--- src/voice_port_pkg.sv ---
// Shared constants for the voice store serial command port
package voice_port_pkg;

    // Clock and timing
    localparam int CLK_MHZ = 250;
    localparam int WAKE_DELAY_US = 25000;
    localparam int WAKE_CYCLES = WAKE_DELAY_US * CLK_MHZ;
    localparam int ROW_PERIOD_US = 200000;
    localparam int ROW_CYCLES = ROW_PERIOD_US * CLK_MHZ;
    localparam int CUE_SPEEDUP = 1600;

    // Frame layout
    localparam int OP_W = 8;
    localparam int FIELD_W = 16;
    localparam int FRAME_BITS = OP_W + FIELD_W;
    localparam int CNT_W = 5;
    localparam int RUN_POS = 7;
    localparam int ST_OVF_POS = 23;
    localparam int ST_EOM_POS = 22;
    localparam int ST_ADDR_LSB = 6;

    // Opcodes
    localparam logic [7:0] OP_WAKE = 8'h60;
    localparam logic [7:0] OP_LOAD_PATH = 8'h42;
    localparam logic [7:0] OP_LOAD_MIX = 8'h44;
    localparam logic [7:0] OP_CFG_MASK = 8'hdf;
    localparam logic [7:0] OP_PLAY_AT = 8'he0;
    localparam logic [7:0] OP_PLAY_CUR = 8'hf0;
    localparam logic [7:0] OP_REC_AT = 8'ha0;
    localparam logic [7:0] OP_REC_CUR = 8'hb0;
    localparam logic [7:0] OP_SKIP = 8'hf8;
    localparam logic [7:0] OP_STOP = 8'h70;
    localparam logic [7:0] OP_HALT_SLEEP = 8'h50;

    // Storage array and reset values
    localparam logic [15:0] ARRAY_LAST = 16'h04af;
    localparam logic [15:0] SETTINGS_RST = 16'h0000;
    localparam logic [15:0] ADDR_RST = 16'h0000;

    // Operating states
    typedef enum logic [2:0] {ST_OFF, ST_WAKING, ST_READY, ST_PLAY, ST_RECORD, ST_CUE} op_state_t;

endpackage

--- src/voice_store_serial_command_port.sv ---
// Serial command port: decode, operation sequencing, settings and status
`timescale 1ns/1ns
// Behaviour
// - Sample on rising clock, drive on falling
// - Select falling edge starts a new frame
// - Frame is opcode byte then 16-bit field
// - Interrupt on end-of-message or overflow termination
// - Next complete frame clears pending interrupt
// - Status shifts out while command shifts in
// - Cleared run bit ends current operation, except on wake
// - Commands act only at select release
// - Skip runs 1600x faster, stops past marker
// - Load path or mix settings, X ignored
// - Play from address in field
// - Play from current address until marker/overflow
// - Record from address in field
// - Record from current address until overflow
// - Skip to message end, else overflow
// - Stop; or stop and enter standby
// - Status read returns overflow and end flags
// - Wake delay before operational commands
// - Wake, wait, load settings, play address
// - Path settings applied with mix load
module voice_store_serial_command_port #(
    parameter int WAKE_CYCLES = voice_port_pkg::WAKE_CYCLES,
    parameter int ROW_CYCLES = voice_port_pkg::ROW_CYCLES,
    parameter logic [15:0] ARRAY_LAST = voice_port_pkg::ARRAY_LAST
) (
    // Clock and reset
    input wire logic ref_clk_i,
    input wire logic reset_n_i,
    // Serial link pins
    input wire logic ss_n_i,
    input wire logic sclk_i,
    input wire logic mosi_i,
    output logic miso_o,
    output logic miso_oe_o,
    // Storage array
    input wire logic eom_marker_i,
    output logic [15:0] row_addr_o,
    // Operation status
    output logic powered_o,
    output logic play_o,
    output logic record_o,
    output logic cue_o,
    output logic int_o,
    // Applied settings
    output logic [15:0] path_settings_o,
    output logic [15:0] mix_rate_settings_o
);

    localparam int CUE_CYCLES = ROW_CYCLES / voice_port_pkg::CUE_SPEEDUP;

    // Elaboration checks
    if (CUE_CYCLES < 1) begin : g_bad_row
        $error("ROW_CYCLES too small for the skip rate");
    end
    if (WAKE_CYCLES < 1) begin : g_bad_wake
        $error("WAKE_CYCLES must be at least one");
    end

    voice_port_pkg::op_state_t state_ff;
    voice_port_pkg::op_state_t nxt_state;
    logic [2:0] link_sync;
    logic [15:0] addr_ff;
    logic [15:0] nxt_addr;
    logic [31:0] wake_cnt_ff;
    logic [31:0] rate_cnt_ff;
    logic [31:0] rate_last;
    logic [15:0] path_pend_ff;
    logic [15:0] path_ff;
    logic [15:0] mix_ff;
    logic eom_flag_ff;
    logic ovf_flag_ff;
    logic ev_eom;
    logic ev_ovf;
    logic row_tick;
    logic moving;
    logic cmd_valid;
    logic cmd_ok;
    logic [7:0] op;
    logic [15:0] field;
    logic [voice_port_pkg::FRAME_BITS-1:0] status_word;

    // Pin synchronisers
    pin_sync #(
        .WIDTH(3)
    ) u_sync (
        .ref_clk_i(ref_clk_i),
        .reset_n_i(reset_n_i),
        .async_i({ss_n_i, sclk_i, mosi_i}),
        .sync_o(link_sync)
    );

    // Status: overflow, end flag, row pointer, padding
    always_comb begin
        status_word = '0;
        status_word[voice_port_pkg::ST_OVF_POS] = ovf_flag_ff;
        status_word[voice_port_pkg::ST_EOM_POS] = eom_flag_ff;
        status_word[voice_port_pkg::ST_ADDR_LSB +: 16] = addr_ff;
    end

    // Frame shifter
    frame_shifter u_shift (
        .ref_clk_i(ref_clk_i),
        .reset_n_i(reset_n_i),
        .ss_n_i(link_sync[2]),
        .sclk_i(link_sync[1]),
        .mosi_i(link_sync[0]),
        .status_i(status_word),
        .miso_o(miso_o),
        .miso_oe_o(miso_oe_o),
        .frame_done_o(cmd_valid),
        .opcode_o(op),
        .field_o(field)
    );

    // Commands other than wake and sleep need a settled powered device
    assign cmd_ok = (state_ff != voice_port_pkg::ST_OFF) && (state_ff != voice_port_pkg::ST_WAKING);
    assign moving = (state_ff == voice_port_pkg::ST_PLAY) || (state_ff == voice_port_pkg::ST_RECORD)
        || (state_ff == voice_port_pkg::ST_CUE);
    assign rate_last = (state_ff == voice_port_pkg::ST_CUE) ? 32'(CUE_CYCLES - 1) : 32'(ROW_CYCLES - 1);
    assign row_tick = moving && (rate_cnt_ff == rate_last);

    // Next state, address and terminating events
    always_comb begin
        nxt_state = state_ff;
        nxt_addr = addr_ff;
        ev_eom = 1'b0;
        ev_ovf = 1'b0;
        if (cmd_valid) begin
            if (op == voice_port_pkg::OP_HALT_SLEEP) begin
                nxt_state = voice_port_pkg::ST_OFF;
            end else if (op == voice_port_pkg::OP_WAKE) begin
                if (state_ff == voice_port_pkg::ST_OFF) begin
                    nxt_state = voice_port_pkg::ST_WAKING;
                end
            end else if (cmd_ok) begin
                case (op)
                    voice_port_pkg::OP_PLAY_AT: begin
                        nxt_addr = field;
                        nxt_state = voice_port_pkg::ST_PLAY;
                    end
                    voice_port_pkg::OP_PLAY_CUR: begin
                        nxt_state = voice_port_pkg::ST_PLAY;
                    end
                    voice_port_pkg::OP_REC_AT: begin
                        nxt_addr = field;
                        nxt_state = voice_port_pkg::ST_RECORD;
                    end
                    voice_port_pkg::OP_REC_CUR: begin
                        nxt_state = voice_port_pkg::ST_RECORD;
                    end
                    voice_port_pkg::OP_SKIP: begin
                        nxt_state = voice_port_pkg::ST_CUE;
                    end
                    default: begin
                        if (!op[voice_port_pkg::RUN_POS]) begin
                            nxt_state = voice_port_pkg::ST_READY;
                        end
                    end
                endcase
            end
        end else if (state_ff == voice_port_pkg::ST_WAKING) begin
            if (wake_cnt_ff == 32'(WAKE_CYCLES - 1)) begin
                nxt_state = voice_port_pkg::ST_READY;
            end
        end else if (row_tick) begin
            if ((state_ff != voice_port_pkg::ST_RECORD) && eom_marker_i) begin
                ev_eom = 1'b1;
                nxt_state = voice_port_pkg::ST_READY;
                if (state_ff == voice_port_pkg::ST_CUE) begin
                    nxt_addr = addr_ff + 16'h0001;
                end
            end else if (addr_ff == ARRAY_LAST) begin
                ev_ovf = 1'b1;
                nxt_state = voice_port_pkg::ST_READY;
            end else begin
                nxt_addr = addr_ff + 16'h0001;
            end
        end
    end

    // State and address registers
    always_ff @(posedge ref_clk_i or negedge reset_n_i) begin
        if (!reset_n_i) begin
            state_ff <= voice_port_pkg::ST_OFF;
            addr_ff <= voice_port_pkg::ADDR_RST;
        end else begin
            state_ff <= nxt_state;
            addr_ff <= nxt_addr;
        end
    end

    // Wake delay counter
    always_ff @(posedge ref_clk_i or negedge reset_n_i) begin
        if (!reset_n_i) begin
            wake_cnt_ff <= '0;
        end else if (state_ff != voice_port_pkg::ST_WAKING) begin
            wake_cnt_ff <= '0;
        end else begin
            wake_cnt_ff <= wake_cnt_ff + 32'h0000_0001;
        end
    end

    // Row rate counter, restarted by every state change
    always_ff @(posedge ref_clk_i or negedge reset_n_i) begin
        if (!reset_n_i) begin
            rate_cnt_ff <= '0;
        end else if (!moving || (nxt_state != state_ff) || row_tick) begin
            rate_cnt_ff <= '0;
        end else begin
            rate_cnt_ff <= rate_cnt_ff + 32'h0000_0001;
        end
    end

    // Settings: path held pending until mix load
    always_ff @(posedge ref_clk_i or negedge reset_n_i) begin
        if (!reset_n_i) begin
            path_pend_ff <= voice_port_pkg::SETTINGS_RST;
            path_ff <= voice_port_pkg::SETTINGS_RST;
            mix_ff <= voice_port_pkg::SETTINGS_RST;
        end else if (cmd_valid && cmd_ok) begin
            if ((op & voice_port_pkg::OP_CFG_MASK) == voice_port_pkg::OP_LOAD_PATH) begin
                path_pend_ff <= field;
            end
            if ((op & voice_port_pkg::OP_CFG_MASK) == voice_port_pkg::OP_LOAD_MIX) begin
                mix_ff <= field;
                path_ff <= path_pend_ff;
            end
        end
    end

    // Sticky flags: event sets, complete frame clears, set wins
    always_ff @(posedge ref_clk_i or negedge reset_n_i) begin
        if (!reset_n_i) begin
            eom_flag_ff <= 1'b0;
            ovf_flag_ff <= 1'b0;
        end else begin
            eom_flag_ff <= ev_eom || (eom_flag_ff && !cmd_valid);
            ovf_flag_ff <= ev_ovf || (ovf_flag_ff && !cmd_valid);
        end
    end

    // Outputs
    assign int_o = eom_flag_ff || ovf_flag_ff;
    assign row_addr_o = addr_ff;
    assign powered_o = (state_ff != voice_port_pkg::ST_OFF);
    assign play_o = (state_ff == voice_port_pkg::ST_PLAY);
    assign record_o = (state_ff == voice_port_pkg::ST_RECORD);
    assign cue_o = (state_ff == voice_port_pkg::ST_CUE);
    assign path_settings_o = path_ff;
    assign mix_rate_settings_o = mix_ff;
endmodule

--- src/pin_sync.sv ---
// Two flip-flop synchroniser for asynchronous pin levels
`timescale 1ns/1ns
module pin_sync #(
    parameter int WIDTH = 3
) (
    // Clock and reset
    input wire logic ref_clk_i,
    input wire logic reset_n_i,
    // Levels
    input wire logic [WIDTH-1:0] async_i,
    output logic [WIDTH-1:0] sync_o
);

    logic [WIDTH-1:0] meta_ff;
    logic [WIDTH-1:0] sync_ff;

    // Meta stage feeds only the second stage
    always_ff @(posedge ref_clk_i or negedge reset_n_i) begin
        if (!reset_n_i) begin
            meta_ff <= '1;
            sync_ff <= '1;
        end else begin
            meta_ff <= async_i;
            sync_ff <= meta_ff;
        end
    end

    assign sync_o = sync_ff;

endmodule

--- src/frame_shifter.sv ---
// Serial frame shifter: bit capture, status shift-out, frame completion
`timescale 1ns/1ns
module frame_shifter (
    // Clock and reset
    input wire logic ref_clk_i,
    input wire logic reset_n_i,
    // Synchronised link levels
    input wire logic ss_n_i,
    input wire logic sclk_i,
    input wire logic mosi_i,
    // Status to shift out
    input wire logic [voice_port_pkg::FRAME_BITS-1:0] status_i,
    // Serial data out
    output logic miso_o,
    output logic miso_oe_o,
    // Received frame
    output logic frame_done_o,
    output logic [voice_port_pkg::OP_W-1:0] opcode_o,
    output logic [voice_port_pkg::FIELD_W-1:0] field_o
);

    localparam int FB = voice_port_pkg::FRAME_BITS;
    localparam int CW = voice_port_pkg::CNT_W;

    logic ss_prev_ff;
    logic sclk_prev_ff;
    logic [CW-1:0] bits_ff;
    logic [FB-1:0] rx_ff;
    logic [FB-1:0] tx_ff;
    logic miso_ff;
    logic done_ff;
    logic ss_fall;
    logic ss_rise;
    logic sclk_rise;
    logic sclk_fall;

    // Edge detection on synchronised levels
    always_ff @(posedge ref_clk_i or negedge reset_n_i) begin
        if (!reset_n_i) begin
            ss_prev_ff <= 1'b1;
            sclk_prev_ff <= 1'b1;
        end else begin
            ss_prev_ff <= ss_n_i;
            sclk_prev_ff <= sclk_i;
        end
    end

    assign ss_fall = ss_prev_ff && !ss_n_i;
    assign ss_rise = !ss_prev_ff && ss_n_i;
    assign sclk_rise = !sclk_prev_ff && sclk_i && !ss_n_i;
    assign sclk_fall = sclk_prev_ff && !sclk_i && !ss_n_i;

    // Receive side: capture on rising serial clock
    always_ff @(posedge ref_clk_i or negedge reset_n_i) begin
        if (!reset_n_i) begin
            rx_ff <= '0;
            bits_ff <= '0;
        end else if (ss_fall) begin
            bits_ff <= '0;
        end else if (sclk_rise) begin
            rx_ff <= {rx_ff[FB-2:0], mosi_i};
            if (bits_ff != '1) begin
                bits_ff <= bits_ff + CW'(1);
            end
        end
    end

    // Transmit side: status loaded at frame start, shifted on falling clock
    always_ff @(posedge ref_clk_i or negedge reset_n_i) begin
        if (!reset_n_i) begin
            tx_ff <= '0;
            miso_ff <= 1'b0;
        end else if (ss_fall) begin
            tx_ff <= status_i;
            miso_ff <= status_i[FB-1];
        end else if (sclk_fall) begin
            tx_ff <= {tx_ff[FB-2:0], 1'b0};
            miso_ff <= tx_ff[FB-2];
        end
    end

    // Frame accepted only on select release with exact bit count
    always_ff @(posedge ref_clk_i or negedge reset_n_i) begin
        if (!reset_n_i) begin
            done_ff <= 1'b0;
        end else begin
            done_ff <= ss_rise && (bits_ff == CW'(FB));
        end
    end

    assign frame_done_o = done_ff;
    assign opcode_o = rx_ff[FB-1:voice_port_pkg::FIELD_W];
    assign field_o = rx_ff[voice_port_pkg::FIELD_W-1:0];
    assign miso_o = miso_ff;
    assign miso_oe_o = !ss_n_i;
endmodule

--- config.mk ---
export PLATFORM = sky130hd
export DESIGN_NAME = voice_store_serial_command_port
export DESIGN_NICKNAME = d
export VERILOG_FILES = /design/src/voice_port_pkg.sv /design/src/voice_store_serial_command_port.sv /design/src/pin_sync.sv /design/src/frame_shifter.sv
export SDC_FILE = /design/constraint.sdc
export NUM_CORES = 1
export LEC_CHECK = 0
export BUFFER_PORTS_ARGS = -buffer_cell sky130_fd_sc_hd__buf_4
export CORE_MARGIN = 2
export CORE_UTILIZATION = 50
export DETAILED_ROUTE_END_ITERATION = 10
export PLACE_DENSITY = 0.81
export SETUP_SLACK_MARGIN = 0.4
export SKIP_CTS_REPAIR_TIMING = 1
export SLEW_MARGIN = 20
export SYNTH_ARGS = -nofsm -noshare
export SYNTH_HDL_FRONTEND = slang
export SYNTH_SLANG_ARGS = --single-unit
--- constraint.sdc ---
create_clock -name ref_clk_i -period 2.5 [get_ports ref_clk_i]
set_clock_uncertainty 0.1 [all_clocks]
set_input_delay 0.125 -clock ref_clk_i [delete_from_list [all_inputs] [get_ports ref_clk_i]]
set_output_delay 0.125 -clock ref_clk_i [all_outputs]
set_load 0.03 [all_outputs]
==> impl_metrics.env, run 1 <==
export IMPL_netlist_instances=827
export IMPL_antenna_found_initial=0
export IMPL_drc_violations=0
export IMPL_first_pass_iters=7
export IMPL_cp_data_required_time_ps=2720
export IMPL_placed_cells=1126
export IMPL_layout_core_utilization_pct=63.2
export IMPL_switching_share_pct=25.2
export IMPL_synth_warnings=0
export IMPL_series_of_cell_instances_along_the_critical_path="nor4b_4 > nand2_1 > o311ai_2 > buf_4 > nor2b_4 > a2111o_1 > clkbuf_16 > nor3_1"
export IMPL_synth_avg_cell_area_sq_um=10.8
export IMPL_layout_drive_gt1_share_pct=31.6
export IMPL_yosysTopAreaCellShare_pct=50.6
export IMPL_pin_count_of_the_biggest_net_entering_global_routing=61
export IMPL_gp_congestion=0.927
export IMPL_area_delta_synth_final_pct=23.1
export IMPL_h_tree_depth=4
export IMPL_r2r_worst_path_cells=8
export IMPL_yosys_cell_types_count=68
export IMPL_tritoncts="done"
export IMPL_synth_sequential_area_ratio_pct=53.0
export IMPL_syn_cell_area_sq_um=8950
export IMPL_slowest_delay_ps=460
export IMPL_drt_iter0_markers=621
export IMPL_rsz_0062_raised_after_global_routing="true"
export IMPL_multiInputGateArea_sq_um=4190
export IMPL_grt_usage_pct=22.4
export IMPL_initial_core_util_pct=51.4
export IMPL_synth_net_count=839
export IMPL_internal_power_mw=4.72
export IMPL_crit_arrival_ps=2590
export IMPL_final_min_period_over_clock_period_pct=94.8
export IMPL_finalHoldViolCount=0
export IMPL_p_sw_mw=1.59
export IMPL_final_setup_viol_count=0
export IMPL_yosys_most_used_dff="sky130_fd_sc_hd__dfrtp_1"
export IMPL_setup_worst_path_start_class="flop"
export IMPL_dpl_worst_slack_ps=128
export IMPL_combPwrFrac_pct=3.8
export IMPL_clk_root_buffer_cell="sky130_fd_sc_hd__clkbuf_16"
export IMPL_final_period_minus_worst_setup_slack_ps=2370
export IMPL_async_flop_share_pct=100
export IMPL_diodes=0
export IMPL_dp_final_hpwl_microns=13600
export IMPL_insertion_delay_ps=440
export IMPL_die_width_microns=138
export IMPL_wire_length_of_the_first_global_routing_pass_microns=33300
export IMPL_r2r_end="rate_cnt_ff[9]"
export IMPL_cts_clk_slew_worst_paths_ps=80
export IMPL_routed_wire_length_microns=21100
export IMPL_cts_buffers=17
export IMPL_timing_critical_path_fanout_max=8
export IMPL_grt_pass1_vias=6560
export IMPL_clock_sinks=189
export IMPL_cp_endpoint="rate_cnt_ff[9]"
export IMPL_vias_per_cell=6.00
export IMPL_leakagePower_nw=4.83
export IMPL_slowest_stage="sky130_fd_sc_hd__nor4b_4"
export IMPL_clock_power_share_pct=44.6
export IMPL_design_core_area_sq_um=17400
export IMPL_final_setup_worst_slack_ps=129
export IMPL_io_pin_count=61
export IMPL_ant_nets=0
export IMPL_grt_overflow_total=0
export IMPL_seq_power_share_pct=51.5
export IMPL_stdcell_count=1172
export IMPL_layout_nets=946
export IMPL_path_buf_inv=2
export IMPL_max_freq_mhz=422
export IMPL_number_of_buffers_on_the_longest_clock_path=2
export IMPL_register_bit_count_reported_by_yosys=189
export IMPL_timing_critical_path_from="u_shift.rx_ff[18]"
export IMPL_worst_path_dominant_cell_family="simple AND/OR/NAND/NOR gates"
export IMPL_timing_hold_worst_class="in2async"
export IMPL_vias=7029
export IMPL_count_of_port_buffers_added_during_placement=60
export IMPL_regToRegStartpoint="u_shift.rx_ff[18]"
export IMPL_worstSetupEndpointType="flop"
export IMPL_ir_worst_vdd_v=0.000590
export IMPL_tns_ps=0
export IMPL_worst_setup_path_type="reg2reg"
export IMPL_r2r_slack_ps=130
export IMPL_seqCellArea_sq_um=4750
export IMPL_cp_num_cells=8
export IMPL_power_per_cell_area_nw_per_um2=572
export IMPL_timing_worst_slew_pin_value_ps=728
export IMPL_slew_headroom_pct=51.3
export IMPL_fin_total_pwr_mw=6.30
export IMPL_num_rows=48
export IMPL_run_status="finished, final reports clean"
export IMPL_die_area_sq_um=19000
export IMPL_die_y_microns=138
export IMPL_synth_edff_count=0
export IMPL_finalMaxSlewViolations=0
export IMPL_synth_top_cells_by_area="sky130_fd_sc_hd__dfrtp_1, sky130_fd_sc_hd__mux2_2, sky130_fd_sc_hd__xor2_1"
export IMPL_synth_largest_area_cell="sky130_fd_sc_hd__dfrtp_1"
export IMPL_max_cap_violations=0
export IMPL_final_fill_count=1322
export IMPL_wire_per_inst_microns=18.0
-- worst min-delay path by stage --
stage	start	depth (start not counted)	to
after floorplan	reset_n_i	0	eom_flag_ff
after global placement	reset_n_i	1	path_settings_o[9]
after detailed placement	reset_n_i	1	path_pend_ff[9]
after CTS	reset_n_i	1	path_pend_ff[9]
after global routing	reset_n_i	2	path_pend_ff[11]
final	reset_n_i	2	path_pend_ff[12]
-- synthesized netlist by cell type, types with 3 or more instances --
cell / count
sky130_fd_sc_hd__buf_6: 5
sky130_fd_sc_hd__xnor2_1: 20
sky130_fd_sc_hd__nand2_1: 53
sky130_fd_sc_hd__dfrtp_1: 181
sky130_fd_sc_hd__nor3b_1: 6
sky130_fd_sc_hd__nor3_1: 43
sky130_fd_sc_hd__ha_1: 6
sky130_fd_sc_hd__mux2_2: 69
sky130_fd_sc_hd__or3_1: 6
sky130_fd_sc_hd__nor4_1: 13
sky130_fd_sc_hd__o21ai_0: 33
sky130_fd_sc_hd__a2bb2oi_1: 7
sky130_fd_sc_hd__nor2b_1: 3
sky130_fd_sc_hd__nand4_1: 26
sky130_fd_sc_hd__and4_1: 10
sky130_fd_sc_hd__buf_1: 5
sky130_fd_sc_hd__o22a_1: 7
sky130_fd_sc_hd__a31oi_1: 9
sky130_fd_sc_hd__nand3_1: 42
sky130_fd_sc_hd__and3_1: 17
sky130_fd_sc_hd__nor2_1: 73
sky130_fd_sc_hd__mux2i_1: 20
sky130_fd_sc_hd__o21ai_1: 3
sky130_fd_sc_hd__a21oi_1: 23
sky130_fd_sc_hd__xor2_1: 40
sky130_fd_sc_hd__dfstp_2: 8
sky130_fd_sc_hd__nor4b_1: 4
sky130_fd_sc_hd__clkbuf_1: 26
sky130_fd_sc_hd__inv_1: 18
sky130_fd_sc_hd__buf_2: 3
-- power groups by stage --
stage	Clock [mW]	Combinational, mW	Sequential (mW)
2_1_floorplan	0	0.129	3.27
3_3_place_gp	0	0.228	3.30
3_5_place_dp	0	0.240	3.30
4_1_cts	2.86	0.243	3.25
5_1_grt	2.99	0.281	3.26
6_report	2.81	0.242	3.25
-- routing by layer --
metal | global-route usage [%] | part of all wire (%) | vias to the layer above
li1 | - | - | 3214
met5 | 0 | 0 | -
met3 | 4.23 | 5.6 | 33
met4 | 6.69 | 1.6 | 0
met1 | 30.7 | 43 | 3534
met2 | 36.4 | 50 | 248
-- area by class of cell --
| cell class | count | area share (%) |
|---|---|---|
| sequential | 189 | 43.1 |
| inverter | 19 | 0.647 |
| multi-input combinational | 579 | 38.0 |
| clock buffer | 17 | 3.86 |
| timing repair buffer | 128 | 9.84 |
| clock inverter | 15 | 1.97 |
| tap | 225 | 2.56 |
-- layout by cell type, fill, tap and decap left out, types with 4 or more instances in the layout --
master / n
sky130_fd_sc_hd__xor2_1: 40
sky130_fd_sc_hd__a31oi_1: 8
sky130_fd_sc_hd__nand2_1: 53
sky130_fd_sc_hd__or3_1: 6
sky130_fd_sc_hd__a21oi_2: 5
sky130_fd_sc_hd__nor4_1: 10
sky130_fd_sc_hd__dfrtp_1: 171
sky130_fd_sc_hd__a21oi_1: 18
sky130_fd_sc_hd__nor3_2: 14
sky130_fd_sc_hd__dfstp_2: 8
sky130_fd_sc_hd__nand3_1: 42
sky130_fd_sc_hd__mux2_2: 69
sky130_fd_sc_hd__xnor2_1: 20
sky130_fd_sc_hd__a2bb2oi_1: 7
sky130_fd_sc_hd__dlygate4sd3_1: 4
sky130_fd_sc_hd__clkbuf_16: 18
sky130_fd_sc_hd__buf_6: 4
sky130_fd_sc_hd__o21ai_0: 33
sky130_fd_sc_hd__and4_1: 10
sky130_fd_sc_hd__mux2i_1: 20
sky130_fd_sc_hd__nand4_1: 26
sky130_fd_sc_hd__buf_4: 112
sky130_fd_sc_hd__clkinv_8: 8
sky130_fd_sc_hd__buf_12: 6
sky130_fd_sc_hd__nor4_2: 4
sky130_fd_sc_hd__nor3b_1: 4
sky130_fd_sc_hd__inv_1: 18
sky130_fd_sc_hd__o22a_1: 7
sky130_fd_sc_hd__nor2_2: 6
sky130_fd_sc_hd__nor3_1: 28
sky130_fd_sc_hd__ha_1: 4
sky130_fd_sc_hd__nor2_1: 66
sky130_fd_sc_hd__and3_1: 16
sky130_fd_sc_hd__dfrtp_2: 10
-- registers in the layout, indices dropped and copies added, names as in the netlist, 3 cells and up --
| name | cells |
|---|---|
| rate_cnt_ff | 32 |
| wake_cnt_ff | 32 |
| u_shift.rx_ff | 24 |
| u_shift.tx_ff | 17 |
| mix_rate_settings_o | 16 |
| path_pend_ff | 16 |
| path_settings_o | 16 |
| row_addr_o | 16 |
| u_shift.bits_ff | 5 |
| state_ff | 3 |
| u_sync.meta_ff | 3 |
| u_sync.sync_o | 3 |
-- cells by family after synthesis --
family,after synthesis,share of synthesized area (%)
AO/OA/AOI/OAI,110,8.07
adder cells (fa/ha/maj),6,0.839
AND/OR/NAND/NOR,314,18.4
XOR/XNOR,60,5.87
multiplexers,89,10.9
flip-flops,189,53.0
buffers and inverters,59,2.98
-- per-stage QoR --
stage               hold slack [ps]  instance area, sq um
detailed placement             6.46                 10000
global route                    138                 11000
CTS                            -473                 10700
finish                         99.5                 11000
floorplan                      -271                  9000
global placement               4.55                 10000
(Power assumes the default switching activity.)
==> run 2: changes to the inputs <==
--- a/config.mk
+++ b/config.mk
@@ -9,7 +9,7 @@
 export CORE_MARGIN = 2
 export CORE_UTILIZATION = 50
 export DETAILED_ROUTE_END_ITERATION = 10
-export PLACE_DENSITY = 0.81
+export PLACE_DENSITY = 0.78
 export SETUP_SLACK_MARGIN = 0.4
 export SKIP_CTS_REPAIR_TIMING = 1
 export SLEW_MARGIN = 20
==> constraint.sdc (replaced) <==
create_clock -name ref_clk_i -period 3 [get_ports ref_clk_i]
set_clock_uncertainty 0.1 [all_clocks]
set_input_delay 0.15 -clock ref_clk_i [delete_from_list [all_inputs] [get_ports ref_clk_i]]
set_output_delay 0.15 -clock ref_clk_i [all_outputs]
set_load 0.03 [all_outputs]
==> run 2 against run 1 <==
Worst hold slack better by 56 ps. Register-to-register slack better by 290 ps. Largest power group unchanged. Sequential share of layout area rose by 2.3 points. Via count is 5.4% lower. Combinational power shrank 19%. Design area decreased by 5.1%. Largest cell class unchanged. Sequential power is 17% lower. First-iteration DRC count is 23% lower.
==> impl_metrics.env, run 2 (synthesis gave the netlist of run 1 again) <==
export IMPL_slowest_stage="sky130_fd_sc_hd__a2111o_1"
export IMPL_final_period_minus_worst_setup_slack_ps=2580
export IMPL_grt_overflow_total=0
export IMPL_series_of_cell_instances_along_the_critical_path="ha_2 > and3_2 > nand4_1 > o211ai_1 > a2111o_1 > buf_4 > and2_4 > o22a_1"
export IMPL_timing_worst_slew_pin_value_ps=792
export IMPL_antenna_found_initial=0
export IMPL_placed_cells=1090
export IMPL_final_setup_worst_slack_ps=418
export IMPL_stdcell_count=1133
export IMPL_finalHoldViolCount=0
export IMPL_ir_worst_vdd_v=0.000486
export IMPL_final_min_period_over_clock_period_pct=86.1
export IMPL_die_area_sq_um=19000
export IMPL_slew_headroom_pct=46.7
export IMPL_met1_usage_pct=30.6
export IMPL_grt_usage_pct=21.4
export IMPL_max_cap_violations=0
export IMPL_ant_nets=0
export IMPL_leakagePower_nw=4.59
export IMPL_gr_max_usage_layer="met2"
export IMPL_largest_registers="rate_cnt_ff: 32 flops, wake_cnt_ff: 32 flops, u_shift.rx_ff: 24 flops"
export IMPL_tritoncts="done"
export IMPL_insertion_delay_ps=430
export IMPL_crit_arrival_ps=2810
export IMPL_timing_hold_worst_class="in2reg"
export IMPL_dp_final_hpwl_microns=12800
export IMPL_clock_sinks=189
export IMPL_dpl_worst_slack_ps=340
export IMPL_die_width_microns=138
export IMPL_vias=6649
export IMPL_timing_critical_path_fanout_max=10
export IMPL_path_buf_inv=1
export IMPL_cts_buffers=17
export IMPL_cp_data_required_time_ps=3220
export IMPL_layout_drive_gt1_share_pct=24.9
export IMPL_worst_path_dominant_cell_family="compound AO/OA/AOI/OAI gates"
export IMPL_max_freq_mhz=387
export IMPL_finish_instance_area_sq_um=10400
export IMPL_power_per_cell_area_nw_per_um2=492
export IMPL_grt_pass1_vias=6155
export IMPL_layout_nets=907
export IMPL_design_core_area_sq_um=17400
export IMPL_finalMaxSlewViolations=0
export IMPL_diodes=0
export IMPL_worst_setup_path_type="reg2reg"
export IMPL_most_common_layout_cells="sky130_fd_sc_hd__dfrtp_1, sky130_fd_sc_hd__buf_4, sky130_fd_sc_hd__nor2_1"
export IMPL_global_route_usage_met2_pct=33.9
export IMPL_final_setup_viol_count=0
export IMPL_placedInstanceArea_sq_um=9670
export IMPL_clk_root_buffer_cell="sky130_fd_sc_hd__clkbuf_16"
export IMPL_io_pin_count=61
export IMPL_first_pass_iters=5
export IMPL_count_of_port_buffers_added_during_placement=60
export IMPL_run_status="finished, final reports clean"
export IMPL_met3_usage_pct=3.68
export IMPL_vias_per_cell=5.87
export IMPL_setup_worst_path_start_class="flop"
export IMPL_num_rows=48
export IMPL_slowest_delay_ps=530
export IMPL_gp_congestion=0.899
export IMPL_wire_length_of_the_first_global_routing_pass_microns=32100
export IMPL_worstSetupEndpointType="flop"
export IMPL_drc_violations=0
export IMPL_final_fill_count=1394
export IMPL_pin_count_of_the_biggest_net_entering_global_routing=69
export IMPL_h_tree_depth=4
export IMPL_rsz_0062_raised_after_global_routing="false"
export IMPL_tns_ps=0
export IMPL_drt_iter0_markers=476
export IMPL_die_y_microns=138
export IMPL_hold_worst_slack_ps=156
export IMPL_wire_per_inst_microns=17.3
export IMPL_commonest_non_fill_non_tap_cell_in_the_layout="sky130_fd_sc_hd__dfrtp_1"
export IMPL_initial_core_util_pct=51.4
export IMPL_cts_clk_slew_worst_paths_ps=80
export IMPL_number_of_buffers_on_the_longest_clock_path=2
export IMPL_routed_wire_length_microns=19600
export IMPL_area_delta_synth_final_pct=16.7
==> run 2: worst paths after layout <==
kind / start / to / slack, ps / cells after the start
hold reg to reg: u_sync.meta_ff[0] / u_sync.sync_o[0] / 260 / 0
setup / recovery: row_addr_o[1] / row_addr_o[12] / 420 / 8
setup reg to reg: row_addr_o[1] / row_addr_o[12] / 420 / 8
min in group asynchronous: reset_n_i / u_shift.tx_ff[12] / 180 / 2
hold / removal: eom_marker_i / eom_flag_ff / 160 / 5
max in group asynchronous: reset_n_i / u_sync.meta_ff[0] / 1780 / 3
==> run 2: layer usage <==
layer | wire (microns) | up-vias
met5 | 0 | -
met4 | 277 | 0
met2 | 9390 | 184
met3 | 905 | 22
met1 | 9050 | 3322
li1 | - | 3121
==> run 2: worst reg2reg max path: stages, from the launching register on <==
cell	delay, ps
sky130_fd_sc_hd__dfrtp_2	420
sky130_fd_sc_hd__ha_2	200
sky130_fd_sc_hd__and3_2	250
sky130_fd_sc_hd__nand4_1	200
sky130_fd_sc_hd__o211ai_1	190
sky130_fd_sc_hd__a2111o_1	530
sky130_fd_sc_hd__buf_4	170
sky130_fd_sc_hd__and2_4	190
sky130_fd_sc_hd__o22a_1	230
==> run 2: power by group <==
part           internal (mW)  total [mW]  switching [mW]
Sequential              2.63        2.70          0.0746
Clock                   1.13        2.24            1.11
Combinational         0.0804       0.197           0.117
Total                   3.84        5.14            1.30
==> run 2: layout make-up <==
type	count	area, sq um	share of cell area, %
Multi-Input combinational cell	579	4030	38.6
Tap cell	225	282	2.69
Inverter	19	71.3	0.683
Clock inverter	15	175	1.68
Timing Repair Buffer	89	717	6.86
Sequential cell	189	4750	45.4
Clock buffer	17	425	4.07
==> run 2: per-stage QoR <==
| step | utilization [%] | total power, mW |
|---|---|---|
| floorplan | - | 2.84 |
| global placement | 55.5 | 2.94 |
| detailed placement | 55.5 | 2.95 |
| CTS | 58.9 | 5.16 |
| global route | 60.0 | 5.32 |
| finish | 60.0 | 5.14 |
